<file path="src/hdl/dual_uart_defines.vh">
`ifndef DUAL_UART_DEFINES_VH
`define DUAL_UART_DEFINES_VH

// ***************************************************************
// register map, byte offsets inside one channel window
// ***************************************************************
`define UART_OFS_DATA     5'h00
`define UART_OFS_STATUS   5'h04
`define UART_OFS_CTRL     5'h08
`define UART_OFS_BAUD     5'h0c
`define UART_OFS_INT_STAT 5'h10
`define UART_OFS_INT_EN   5'h14
`define UART_OFS_INT_CLR  5'h18

// ***************************************************************
// control register fields
// ***************************************************************
`define CTL_WLEN      0
`define CTL_STOP2     2
`define CTL_PAR_EN    3
`define CTL_PAR_EVEN  4
`define CTL_PAR_STICK 5
`define CTL_BREAK     6
`define CTL_FIFO_EN   7
`define CTL_FLOW_EN   8
`define CTL_TX_LVL    9
`define CTL_RX_LVL    12

// ***************************************************************
// interrupt status bits
// ***************************************************************
`define INT_RX_LVL 0
`define INT_TX_LVL 1
`define INT_EOT    2
`define INT_PERR   3
`define INT_FERR   4
`define INT_BRK    5
`define INT_OVR    6
`define INT_W      7

// ***************************************************************
// reset values and timing counts
// ***************************************************************
`define RST_CTRL      16'h0083
`define RST_BAUD      16'h0035
`define RST_INT_EN    7'h00
`define FIFO_DEPTH    5'h10
`define OVS_LAST      4'hf
`define OVS_MID       4'h7

`endif

</file>
<file path="src/hdl/dual_uart.v">
// The register offsets and the Wishbone slave port were left to the implementer.
`include "dual_uart_defines.vh"

// ***************************************************************
// one serial channel with its own registers and fifos
// ***************************************************************
module uart_chan (
   input  wire        i_clk,
   input  wire        i_rst,
   input  wire        i_wr,
   input  wire        i_rd,
   input  wire [4:0]  i_adr,
   input  wire [31:0] i_wdat,
   output reg  [31:0] o_rdat,
   input  wire        i_rxd,
   input  wire        i_cts_n,
   output reg         o_txd,
   output reg         o_rts_n,
   output reg         o_irq,
   output reg         o_tx_single,
   output reg         o_tx_burst,
   output reg         o_rx_single,
   output reg         o_rx_burst
);
   localparam TS_IDLE  = 3'd0;
   localparam TS_START = 3'd1;
   localparam TS_DATA  = 3'd2;
   localparam TS_PAR   = 3'd3;
   localparam TS_STOP  = 3'd4;
   localparam RS_IDLE  = 3'd0;
   localparam RS_START = 3'd1;
   localparam RS_DATA  = 3'd2;
   localparam RS_PAR   = 3'd3;
   localparam RS_STOP  = 3'd4;
   localparam RS_WAIT  = 3'd5;

   reg  [15:0]       ctrl;
   reg  [15:0]       baud;
   reg  [15:0]       bcnt;
   reg  [`INT_W-1:0] int_en;
   reg  [`INT_W-1:0] int_st;
   reg  [7:0]        tx_mem [0:15];
   reg  [10:0]       rx_mem [0:15];
   reg  [3:0]        tx_wp, tx_rp, rx_wp, rx_rp;
   reg  [4:0]        tx_cnt, rx_cnt;
   reg  [1:0]        rxd_sy, cts_sy;
   reg  [2:0]        ts, rs;
   reg  [3:0]        ttk, rtk;
   reg  [2:0]        tbit, rbit;
   reg  [7:0]        tsh, rsh;
   reg               tpar, rpar, tline;
   reg  [4:0]        thr_tx, thr_rx;
   reg               ev_perr, ev_ferr, ev_brk, ev_ovr, ev_eot;

   wire [1:0] wlen    = ctrl[`CTL_WLEN+1:`CTL_WLEN];
   wire       par_en  = ctrl[`CTL_PAR_EN];
   wire       fifo_en = ctrl[`CTL_FIFO_EN];
   wire       flow_en = ctrl[`CTL_FLOW_EN];
   wire [2:0] last    = {1'b0, wlen} + 3'd4;
   wire [4:0] depth   = fifo_en ? `FIFO_DEPTH : 5'h01;
   wire       tick    = (bcnt == 16'h0000);
   wire       rx_s    = rxd_sy[1];
   wire       cts_ok  = ~flow_en | ~cts_sy[1];
   wire       tx_push = i_wr & (i_adr == `UART_OFS_DATA) & (tx_cnt < depth);
   wire       rx_pop  = i_rd & (i_adr == `UART_OFS_DATA) & (rx_cnt != 5'h00);
   wire       tx_pop  = (ts == TS_IDLE) & (tx_cnt != 5'h00) & cts_ok & ~ctrl[`CTL_BREAK];
   wire       rx_push = (rs == RS_STOP) & tick & (rtk == `OVS_LAST) & (rx_cnt < depth);
   wire       rxb_c   = rx_cnt >= thr_rx;
   wire       txb_c   = (depth - tx_cnt) >= thr_tx;
   wire [`INT_W-1:0] ev = {ev_ovr, ev_brk, ev_ferr, ev_perr, ev_eot,
                           txb_c & ~o_tx_burst, rxb_c & ~o_rx_burst};

   function parbit;
      input [7:0] d;
      input [1:0] wl;
      input       even;
      input       stick;
      reg   [7:0] m;
      begin
         m = 8'hff >> (2'd3 - wl);
         parbit = stick ? ~even : ((^(d & m)) ^ ~even);
      end
   endfunction

   function [4:0] level;
      input [2:0] sel;
      input       fen;
      begin
         case (sel)
            3'd0:    level = 5'h02;
            3'd1:    level = 5'h04;
            3'd2:    level = 5'h08;
            3'd3:    level = 5'h0c;
            default: level = 5'h0e;
         endcase
         if (!fen) begin
            level = 5'h01;
         end
      end
   endfunction

   // receive flags of the character just framed, stored beside its data
   wire ev_ferr_n = ~rx_s;
   wire ev_perr_n = par_en & (rpar != parbit(rsh, wlen, ctrl[`CTL_PAR_EVEN],
                                             ctrl[`CTL_PAR_STICK]));
   wire ev_brk_n  = (rsh == 8'h00) & ~rx_s & ~(par_en & rpar);

   always @* begin
      thr_tx = level(ctrl[`CTL_TX_LVL+2:`CTL_TX_LVL], fifo_en);
      thr_rx = level(ctrl[`CTL_RX_LVL+2:`CTL_RX_LVL], fifo_en);
      case (i_adr)
         `UART_OFS_DATA:     o_rdat = {21'h000000, rx_mem[rx_rp]};
         `UART_OFS_STATUS:   o_rdat = {11'h000, rx_cnt, 3'h0, tx_cnt, 3'h0,
                                       ts != TS_IDLE, rx_cnt >= depth, rx_cnt == 5'h00,
                                       tx_cnt >= depth, tx_cnt == 5'h00};
         `UART_OFS_CTRL:     o_rdat = {16'h0000, ctrl};
         `UART_OFS_BAUD:     o_rdat = {16'h0000, baud};
         `UART_OFS_INT_STAT: o_rdat = {25'h0000000, int_st};
         `UART_OFS_INT_EN:   o_rdat = {25'h0000000, int_en};
         default:            o_rdat = 32'h00000000;
      endcase
   end

   // ***************************************************************
   // registers, fifo bookkeeping, interrupts and request lines
   // ***************************************************************
   always @(posedge i_clk or posedge i_rst) begin
      if (i_rst) begin
         ctrl        <= `RST_CTRL;
         baud        <= `RST_BAUD;
         bcnt        <= 16'h0000;
         int_en      <= `RST_INT_EN;
         int_st      <= 7'h00;
         tx_wp       <= 4'h0;
         tx_rp       <= 4'h0;
         rx_wp       <= 4'h0;
         rx_rp       <= 4'h0;
         tx_cnt      <= 5'h00;
         rx_cnt      <= 5'h00;
         rxd_sy      <= 2'b11;
         cts_sy      <= 2'b11;
         o_irq       <= 1'b0;
         o_rts_n     <= 1'b1;
         o_tx_single <= 1'b0;
         o_tx_burst  <= 1'b0;
         o_rx_single <= 1'b0;
         o_rx_burst  <= 1'b0;
      end else begin
         rxd_sy <= {rxd_sy[0], i_rxd};
         cts_sy <= {cts_sy[0], i_cts_n};
         bcnt   <= tick ? baud : bcnt - 16'h0001;
         if (i_wr && i_adr == `UART_OFS_CTRL) begin
            ctrl <= i_wdat[15:0];
         end
         if (i_wr && i_adr == `UART_OFS_BAUD) begin
            baud <= i_wdat[15:0];
         end
         if (i_wr && i_adr == `UART_OFS_INT_EN) begin
            int_en <= i_wdat[`INT_W-1:0];
         end
         // a new event wins over a clear in the same cycle
         if (i_wr && i_adr == `UART_OFS_INT_CLR) begin
            int_st <= (int_st & ~i_wdat[`INT_W-1:0]) | ev;
         end else begin
            int_st <= int_st | ev;
         end
         if (tx_push) begin
            tx_mem[tx_wp] <= i_wdat[7:0];
            tx_wp         <= tx_wp + 4'h1;
         end
         if (tx_pop) begin
            tx_rp <= tx_rp + 4'h1;
         end
         tx_cnt <= tx_cnt + {4'h0, tx_push} - {4'h0, tx_pop};
         if (rx_push) begin
            rx_mem[rx_wp] <= {ev_brk_n, ev_perr_n, ev_ferr_n, rsh};
            rx_wp         <= rx_wp + 4'h1;
         end
         if (rx_pop) begin
            rx_rp <= rx_rp + 4'h1;
         end
         rx_cnt      <= rx_cnt + {4'h0, rx_push} - {4'h0, rx_pop};
         o_irq       <= |(int_st & int_en);
         o_rts_n     <= flow_en & (rx_cnt >= depth);
         o_rx_single <= rx_cnt != 5'h00;
         o_rx_burst  <= rxb_c;
         o_tx_single <= tx_cnt < depth;
         o_tx_burst  <= txb_c;
      end
   end

   // ***************************************************************
   // transmitter
   // ***************************************************************
   always @(posedge i_clk or posedge i_rst) begin
      if (i_rst) begin
         ts     <= TS_IDLE;
         ttk    <= 4'h0;
         tbit   <= 3'd0;
         tsh    <= 8'h00;
         tpar   <= 1'b0;
         tline  <= 1'b1;
         o_txd  <= 1'b1;
         ev_eot <= 1'b0;
      end else begin
         ev_eot <= 1'b0;
         o_txd  <= tline & ~ctrl[`CTL_BREAK];
         if (tick) begin
            ttk <= ttk + 4'h1;
         end
         case (ts)
            TS_IDLE: begin
               if (tx_pop) begin
                  tsh   <= tx_mem[tx_rp];
                  tpar  <= parbit(tx_mem[tx_rp], wlen, ctrl[`CTL_PAR_EVEN],
                                  ctrl[`CTL_PAR_STICK]);
                  ttk   <= 4'h0;
                  tline <= 1'b0;
                  ts    <= TS_START;
               end
            end
            TS_START: begin
               if (tick && ttk == `OVS_LAST) begin
                  tbit  <= 3'd0;
                  tline <= tsh[0];
                  ts    <= TS_DATA;
               end
            end
            TS_DATA: begin
               if (tick && ttk == `OVS_LAST) begin
                  if (tbit == last) begin
                     tbit  <= 3'd0;
                     tline <= par_en ? tpar : 1'b1;
                     ts    <= par_en ? TS_PAR : TS_STOP;
                  end else begin
                     tsh   <= tsh >> 1;
                     tbit  <= tbit + 3'd1;
                     tline <= tsh[1];
                  end
               end
            end
            TS_PAR: begin
               if (tick && ttk == `OVS_LAST) begin
                  tline <= 1'b1;
                  ts    <= TS_STOP;
               end
            end
            TS_STOP: begin
               if (tick && ttk == `OVS_LAST) begin
                  if (ctrl[`CTL_STOP2] && tbit == 3'd0) begin
                     tbit <= 3'd1;
                  end else begin
                     ev_eot <= tx_cnt == 5'h00;
                     ts     <= TS_IDLE;
                  end
               end
            end
            default: ts <= TS_IDLE;
         endcase
      end
   end

   // ***************************************************************
   // receiver: sixteen ticks per bit, sampled at mid bit
   // ***************************************************************
   always @(posedge i_clk or posedge i_rst) begin
      if (i_rst) begin
         rs      <= RS_IDLE;
         rtk     <= 4'h0;
         rbit    <= 3'd0;
         rsh     <= 8'h00;
         rpar    <= 1'b0;
         ev_perr <= 1'b0;
         ev_ferr <= 1'b0;
         ev_brk  <= 1'b0;
         ev_ovr  <= 1'b0;
      end else begin
         ev_perr <= 1'b0;
         ev_ferr <= 1'b0;
         ev_brk  <= 1'b0;
         ev_ovr  <= 1'b0;
         if (tick) begin
            rtk <= rtk + 4'h1;
         end
         case (rs)
            RS_IDLE: begin
               if (!rx_s) begin
                  rtk <= 4'h0;
                  rs  <= RS_START;
               end
            end
            RS_START: begin
               // a low shorter than half a bit is taken as a glitch
               if (tick && rtk == `OVS_MID) begin
                  rtk  <= 4'h0;
                  rbit <= 3'd0;
                  rsh  <= 8'h00;
                  rs   <= rx_s ? RS_IDLE : RS_DATA;
               end
            end
            RS_DATA: begin
               if (tick && rtk == `OVS_LAST) begin
                  rsh[rbit] <= rx_s;
                  rbit      <= rbit + 3'd1;
                  if (rbit == last) begin
                     rs <= par_en ? RS_PAR : RS_STOP;
                  end
               end
            end
            RS_PAR: begin
               if (tick && rtk == `OVS_LAST) begin
                  rpar <= rx_s;
                  rs   <= RS_STOP;
               end
            end
            RS_STOP: begin
               if (tick && rtk == `OVS_LAST) begin
                  ev_ferr <= ev_ferr_n;
                  ev_perr <= ev_perr_n;
                  ev_brk  <= ev_brk_n;
                  ev_ovr  <= rx_cnt >= depth;
                  rs      <= rx_s ? RS_IDLE : RS_WAIT;
               end
            end
            RS_WAIT: begin
               // hold off during a break until the line idles again
               if (rx_s) begin
                  rs <= RS_IDLE;
               end
            end
            default: rs <= RS_IDLE;
         endcase
      end
   end
endmodule

module dual_uart (
   input  wire        I_CLK_SYS,
   input  wire        I_RESET,
   input  wire        I_WB_CYC,
   input  wire        I_WB_STB,
   input  wire        I_WB_WE,
   input  wire [7:0]  I_WB_ADR,
   input  wire [3:0]  I_WB_SEL,
   input  wire [31:0] I_WB_DAT,
   output reg  [31:0] O_WB_DAT,
   output reg         O_WB_ACK,
   input  wire [1:0]  I_RXD,
   input  wire [1:0]  I_CTS_N,
   output wire [1:0]  O_TXD,
   output wire [1:0]  O_RTS_N,
   output wire [1:0]  O_IRQ,
   output wire [1:0]  O_DMA_TX_SINGLE,
   output wire [1:0]  O_DMA_TX_BURST,
   output wire [1:0]  O_DMA_RX_SINGLE,
   output wire [1:0]  O_DMA_RX_BURST
);
   wire        req = I_WB_CYC & I_WB_STB & ~O_WB_ACK;
   wire        hit = I_WB_ADR[7:6] == 2'b00;
   wire [31:0] rd_d [0:1];

   genvar i;
   generate
      for (i = 0; i < 2; i = i + 1) begin : g_chan
         wire sel = req & hit & (I_WB_ADR[5] == (i == 1));
         uart_chan u_chan (
            .i_clk       (I_CLK_SYS),
            .i_rst       (I_RESET),
            .i_wr        (sel & I_WB_WE & I_WB_SEL[0]),
            .i_rd        (sel & ~I_WB_WE),
            .i_adr       (I_WB_ADR[4:0]),
            .i_wdat      (I_WB_DAT),
            .o_rdat      (rd_d[i]),
            .i_rxd       (I_RXD[i]),
            .i_cts_n     (I_CTS_N[i]),
            .o_txd       (O_TXD[i]),
            .o_rts_n     (O_RTS_N[i]),
            .o_irq       (O_IRQ[i]),
            .o_tx_single (O_DMA_TX_SINGLE[i]),
            .o_tx_burst  (O_DMA_TX_BURST[i]),
            .o_rx_single (O_DMA_RX_SINGLE[i]),
            .o_rx_burst  (O_DMA_RX_BURST[i])
         );
      end
   endgenerate

   // ***************************************************************
   // wishbone slave: one wait state, unmapped reads give zero
   // ***************************************************************
   always @(posedge I_CLK_SYS or posedge I_RESET) begin
      if (I_RESET) begin
         O_WB_ACK <= 1'b0;
         O_WB_DAT <= 32'h00000000;
      end else begin
         O_WB_ACK <= req;
         if (req && !I_WB_WE) begin
            O_WB_DAT <= hit ? rd_d[I_WB_ADR[5]] : 32'h00000000;
         end
      end
   end
endmodule

</file>
<file path="config.mk">
export PLATFORM = sky130hd
export DESIGN_NAME = dual_uart
export DESIGN_NICKNAME = d
export VERILOG_FILES = /design/src/hdl/dual_uart.v
export VERILOG_INCLUDE_DIRS = /design/src /design/src/hdl
export SDC_FILE = /design/constraint.sdc
export NUM_CORES = 1
export LEC_CHECK = 0
export BUFFER_PORTS_ARGS = -buffer_cell sky130_fd_sc_hd__buf_2
export CORE_MARGIN = 2
export CORE_UTILIZATION = 25
export DETAILED_ROUTE_END_ITERATION = 16
export GPL_TIMING_DRIVEN = 0
export PLACE_DENSITY = 0.47
export SLEW_MARGIN = 30
export SYNTH_ARGS = -nofsm -noshare
export SYNTH_HDL_FRONTEND = slang
export SYNTH_SLANG_ARGS = --single-unit
</file>
<file path="constraint.sdc">
create_clock -name I_CLK_SYS -period 11.8 [get_ports I_CLK_SYS]
set_clock_uncertainty 0.05 [all_clocks]
set_input_delay 2.95 -clock I_CLK_SYS [delete_from_list [all_inputs] [get_ports I_CLK_SYS]]
set_output_delay 2.95 -clock I_CLK_SYS [all_outputs]
set_load 0.02 [all_outputs]
</file>
-- After elaboration in Yosys (flattened, before gate mapping)
Memory sizes are Yosys's and may differ from the RTL's.
Index checks and enable logic that the tools add are counted.
- add/sub/neg operators: 32
- shift operators: 2
- divide/modulo/power cells: 0
- multiply operators: 0
- reduce and logical (&&, ||, !) cells: 81
- bitwise logic cells: 86
- mux-type cells: 158
- eq/ne operators: 80
- magnitude comparators: 17
- operators with widths (kind ; number):
    $pmux W21 S6 ; 2
    $mux W3 ; 46
    $mux W32 ; 4
    $mux W8 ; 10
    $mux W4 ; 16
    $pmux W4 S4 ; 4
    $pmux W8 S2 ; 4
    $add A4 B1 Y4 const B ; 12
    $eq A3 B2 Y1 const B ; 16
    $mux W1 ; 48
    $ne A2 B1 Y1 const B ; 24
    $and A1 B1 Y1 ; 47
    $pmux W3 S6 ; 2
    $and A8 B8 Y8 ; 4
    $logic_not A16 Y1 ; 2
    $mux W16 ; 2
    $reduce_xor A8 Y1 ; 4
    $sub A16 B1 Y16 const B ; 2
    $logic_not A3 Y1 ; 10
    $pmux W3 S5 ; 2
    $and A7 B7 Y7 ; 4
    $or A7 B7 Y7 ; 4
    $reduce_and A7 Y1 ; 4
    $logic_not A5 Y1 ; 5
    other kinds (50) ; 178
- latch bits: 0
- register bits after elaboration: 319
- output and inout bits: 47
- memory bits (read-only): 0
- input port bits: 53
- memories kept: 4
- memory bits (writable): 608
- word-level logic and storage cells: 534
- memories (name ; depth ; bits a word ; read ports ; clocked after Yosys merged registers in ; write ports ; RTL line ; text):
    g_chan[0].u_chan.rx_mem ; 16 ; 11 ; 1 ; 0 ; 1 ; dual_uart.v:43 ; reg [10:0] rx_mem [0:15];
    g_chan[1].u_chan.rx_mem ; 16 ; 11 ; 1 ; 0 ; 1 ; dual_uart.v:43 ;
    g_chan[0].u_chan.tx_mem ; 16 ; 8 ; 1 ; 0 ; 1 ; dual_uart.v:42 ; reg [7:0] tx_mem [0:15];
    g_chan[1].u_chan.tx_mem ; 16 ; 8 ; 1 ; 0 ; 1 ; dual_uart.v:42 ;

-- Logic depth before layout (Yosys ltp)
- word-level depth: 11
- depth in mapped cells: 15
- mapped depth without buffers: 14

-- Hierarchy
From an unflattened synthesis, not the netlist that was laid out.
- cell total of the unflattened synthesis: 2692
- area, all modules: 40582.7 um^2
- by module, submodules not included (module ; cells each ; instances ; sequential area each (um^2) ; area each (um^2)):
    uart_chan at g_chan[0].u_chan ; 1275 ; 1 ; 12724.7 ; 19466.2
    uart_chan at g_chan[1].u_chan ; 1266 ; 1 ; 12724.7 ; 19446.2
    dual_uart ; 151 ; 1 ; 825.8 ; 1670.4

-- Least setup slack after synthesis
No wires, ideal clock.
- kind: input -> register
- from: input I_RESET
- to: memory g_chan[0].u_chan.rx_mem[4][0] (enable)
- path buffers: 0
- stages on the path: 3
- setup time: 0.382 ns
- setup slack: 0.352 ns
- arrival: 11.016 ns
- data required time: 11.368 ns
- cell sequence: inv_1 nand3b_1 nor2_1
- cells in the longest elaborated chain, start to end: 3
- ends and longest elaborated chain (what ; RTL line ; text):
    start, declared ; dual_uart.v:339 ; input wire I_RESET,
    $logic_not A1 Y1 (no source line) ; n/a ;
    $logic_and A1 B1 Y1 (not written as such) ; dual_uart.v:176 ; rx_mem[rx_wp] <= {ev_brk_n, ev_perr_n, ev_ferr_n, rsh};
    $mux W1 (not written as such) ; dual_uart.v:176 ;
    end, declared ; dual_uart.v:43 ;
Every way passes these cells.

-- Worst setup path after layout
- from: input I_WB_ADR[1]
- to: register g_chan[0].u_chan.ctrl[2]
- cells in the longest elaborated chain, start to end: 2
- ends and longest elaborated chain (what ; RTL line ; text):
    start, declared ; dual_uart.v:343 ; input wire [7:0] I_WB_ADR,
    $eq A5 B4 Y1 (no source line) ; n/a ;
    $logic_and A1 B1 Y1 (no source line) ; n/a ;
    end signal, assigned ; dual_uart.v:129 ; ctrl <= `RST_CTRL;
    end signal, assigned ; dual_uart.v:153 ; ctrl <= i_wdat[15:0];
    end, declared ; dual_uart.v:37 ; reg [15:0] ctrl;
Every way passes these cells.
A chain may end at the register's enable or synchronous reset.

==> metrics.cfg <==
[outcome]
outcome = completed

[global_routing]
grt_util_all_layers_pct = 13.2
grt_start_max_net_pins = 85
overflow = 0
grt_pass1_vias = 22900
grt_pass1_wl_um = 157000
antenna_found_initial = 12

[timing]
setup_viol = 0
period_needed_ns = 5.93
setup_slack_ns = 5.87
hold_slack_ns = 0.306
slew_headroom_pct = 25.9
final-hold-violation-count = 0
worst_pin_slew_ns = 1.10
setup-tns-final_ns = 0
post-route-period-util_pct = 50.3
clock.fmax_mhz = 169
maxSlewViolCount = 0
rsz0062_at_grt = false

[worst_setup_path]
path_cells = buf_2 -> nor3_1 -> and3b_1 -> clkbuf_1 -> clkbuf_1 -> nand2_1 -> clkbuf_1 -> mux2_2
cp.required_ns = 12.32
cp-end-kind = register
start_kind = input pin
rr_startpoint = g_chan[0].u_chan.bcnt[4]
worstRegToRegCells = 8
worst-setup-path-type = input pin to register
path_buf_inv = 4
r2r-end = g_chan[0].u_chan.rx_mem[13][5]
max_stage_delay_ns = 0.59
r2r_slack_ns = 7.30
cpMaxStageDelayCell = nor3_1
critPathMaxFanout = 10
cp_top_family = buffers and inverters
arrival_ns = 6.45
crit_top_cell = clkbuf_1

[yosys]
syn_area_um2 = 39500
synth.top_cell.area_share_pct = 46.2
ys_ff_latch = 916
synth_top_cell_by_area = edfxtp_1
ys_seq_area_share_pct = 65.8
yosys_warnings = 0
ys.flop_type = edfxtp_1
synth_cells = 2584
synth_area_per_cell_um2 = 15.3
ys_top_cells_by_area = edfxtp_1 46%, dfrtp_1 18%, mux4_2 10%
synth_edf_count = 608
async_reset_ff_share_pct = 33.6
synth_cell_types = 73

[pwr]
swShare_pct = 29.2
p_int_mw = 6.15
switchingPower_mw = 2.53
p_comb_share_pct = 21.0
ir_drop_v = 0.000125
powerDensity_nw_per_um2 = 187
p_total_mw = 8.68
p_leak_nw = 17.1
clock_power_share_pct = 36.1
pwr-share-seq_pct = 42.9

[floorplan]
dieArea_um2 = 161000
ios = 100
core_um2 = 157000
fp.dieH_um = 401
fp.dieW_um = 401
start_util_pct = 25.2
rows = 145

[place]
place.gp.congestion = 0.820
dp.cells = 4750
io_buffer_count = 68
postPlaceCellArea_um2 = 43100
hpwl_um = 73100
place_ws_ns = 5.25

[cts]
ctsHoldBuffers = 0
tritoncts = built
cts_buffers = 97
cts_resized = 0
post_cts_buffers = 0
clock_latency_ns = 0.70
clk_pin_slew_ns = 0.07
ctsLongestPathBuffers = 3
cts-root-buf = clkbuf_16
clock_sink_count = 916
htreeDepth = 3

[layout]
drive_gt1_share_pct = 22.9
fin_area_um2 = 46400
nFillCells = 15600
final_common_cell = edfxtp_1
final_util_pct = 29.6
final_nets = 2940
mostFrequentLayoutCells = 608 x edfxtp_1, 280 x dfrtp_1, 206 x nand2_1, 180 x mux4_2, 144 x nor2_1
instances_no_fill = 4936
area_growth_pct = 17.5

[flow_run]
drv_cap = 0

[min_path]
worstHoldStart = g_chan[0].u_chan.rxd_sy[0]
hold_path_class = register to register
holdPathStages = 0
min_to = g_chan[0].u_chan.rxd_sy[1]

[drt]
drtIter0Drc = 1867
firstDrtPassIters = 5
antenna_left = 0
via_per_inst = 4.59
route.detailed.drc = 0
wl_per_cell_um = 21.6
wl_um = 107000
via_count = 22700

[power by group through the flow]
stage                     sequential (mW)  clock [mW]  combinational, mW
after floorplan                      3.74           0               1.33
after global placement               3.79           0               1.82
after detailed placement             3.79           0               1.84
after CTS                            3.72        3.23               1.85
after global routing                 3.75        3.34               2.05
final                                3.72        3.14               1.82
[cell usage after synthesis (19+ instances only)]
cell	instances
edfxtp_1	608
dfstp_2	28
dfrtp_1	280
clkbuf_1	81
nor2_1	177
buf_4	25
mux2_2	85
o21ai_0	102
mux4_2	180
buf_1	19
nor3_1	36
xnor2_1	83
a21oi_1	52
ha_1	92
nand2b_1	21
xor2_1	34
nand4_1	25
nand3_1	39
nand2_1	206
inv_1	90
a22oi_1	34
nor2b_1	22
[kinds of logic after synthesis]
family / after synthesis / synth area share [%]
AO/OA/AOI/OAI: 332 / 5.64
XOR/XNOR: 119 / 2.71
adder cells (fa/ha/maj): 96 / 3.12
buffers and inverters: 229 / 2.45
flip-flops: 916 / 65.8
multiplexers: 279 / 13.0
other: 1 / 0.00949
AND/OR/NAND/NOR: 612 / 7.21
[flip-flops by register name, indices dropped and copies added (netlist names), 6 cells and up]
signal                cells
g_chan.u_chan.ttk         8
g_chan.u_chan.int_st     14
g_chan.u_chan.int_en     14
g_chan.u_chan.tx_rp       8
g_chan.u_chan.rbit        6
g_chan.u_chan.ts          6
g_chan.u_chan.tx_mem    256
g_chan.u_chan.tsh        16
g_chan.u_chan.rsh        16
g_chan.u_chan.rx_wp       8
g_chan.u_chan.tx_wp       8
g_chan.u_chan.rx_cnt     10
g_chan.u_chan.bcnt       32
g_chan.u_chan.baud       32
g_chan.u_chan.rx_rp       8
g_chan.u_chan.ctrl       32
g_chan.u_chan.tbit        6
g_chan.u_chan.rtk         8
g_chan.u_chan.rx_mem    352
O_WB_DAT                 21
g_chan.u_chan.tx_cnt     10
g_chan.u_chan.rs          6
[worst max path at each step]
stage                      startpoint                             to  slack, ns  cells after the start
final                     I_WB_ADR[1]       g_chan[0].u_chan.ctrl[2]       5.87                      8
after CTS                 I_WB_ADR[1]  g_chan[0].u_chan.tx_mem[6][2]       6.02                      8
after global placement        I_RESET  g_chan[0].u_chan.rx_mem[5][2]      -4.98                      4
after floorplan               I_RESET                       O_WB_ACK       0.26                      1
after detailed placement  I_WB_ADR[1]  g_chan[0].u_chan.tx_mem[6][2]       5.25                      8
after global routing      I_WB_ADR[1]       g_chan[0].u_chan.ctrl[2]       5.75                      8
[per-layer routing]
metal / up-vias / global-route usage (%) / routed length [um]
met3: 140 / 2.43 / 6050
met1: 11700 / 19.5 / 51700
met5: - / 0 / 37
met4: 8 / 4.22 / 2650
li1: 10200 / - / -
met2: 572 / 19.3 / 46300
[layout make-up]
class	count	area, um2	area share [%]
multi-input cells	1449	12800	27.5
flip-flops and latches	916	26000	56.0
clock inverters	61	679	1.46
clock buffers	121	2600	5.60
inverters	91	349	0.752
repair buffers	98	772	1.66
well taps	2058	2570	5.55
diodes	4	10.0	0.0216
plain buffers	138	638	1.38
(Power assumes the default switching activity.)
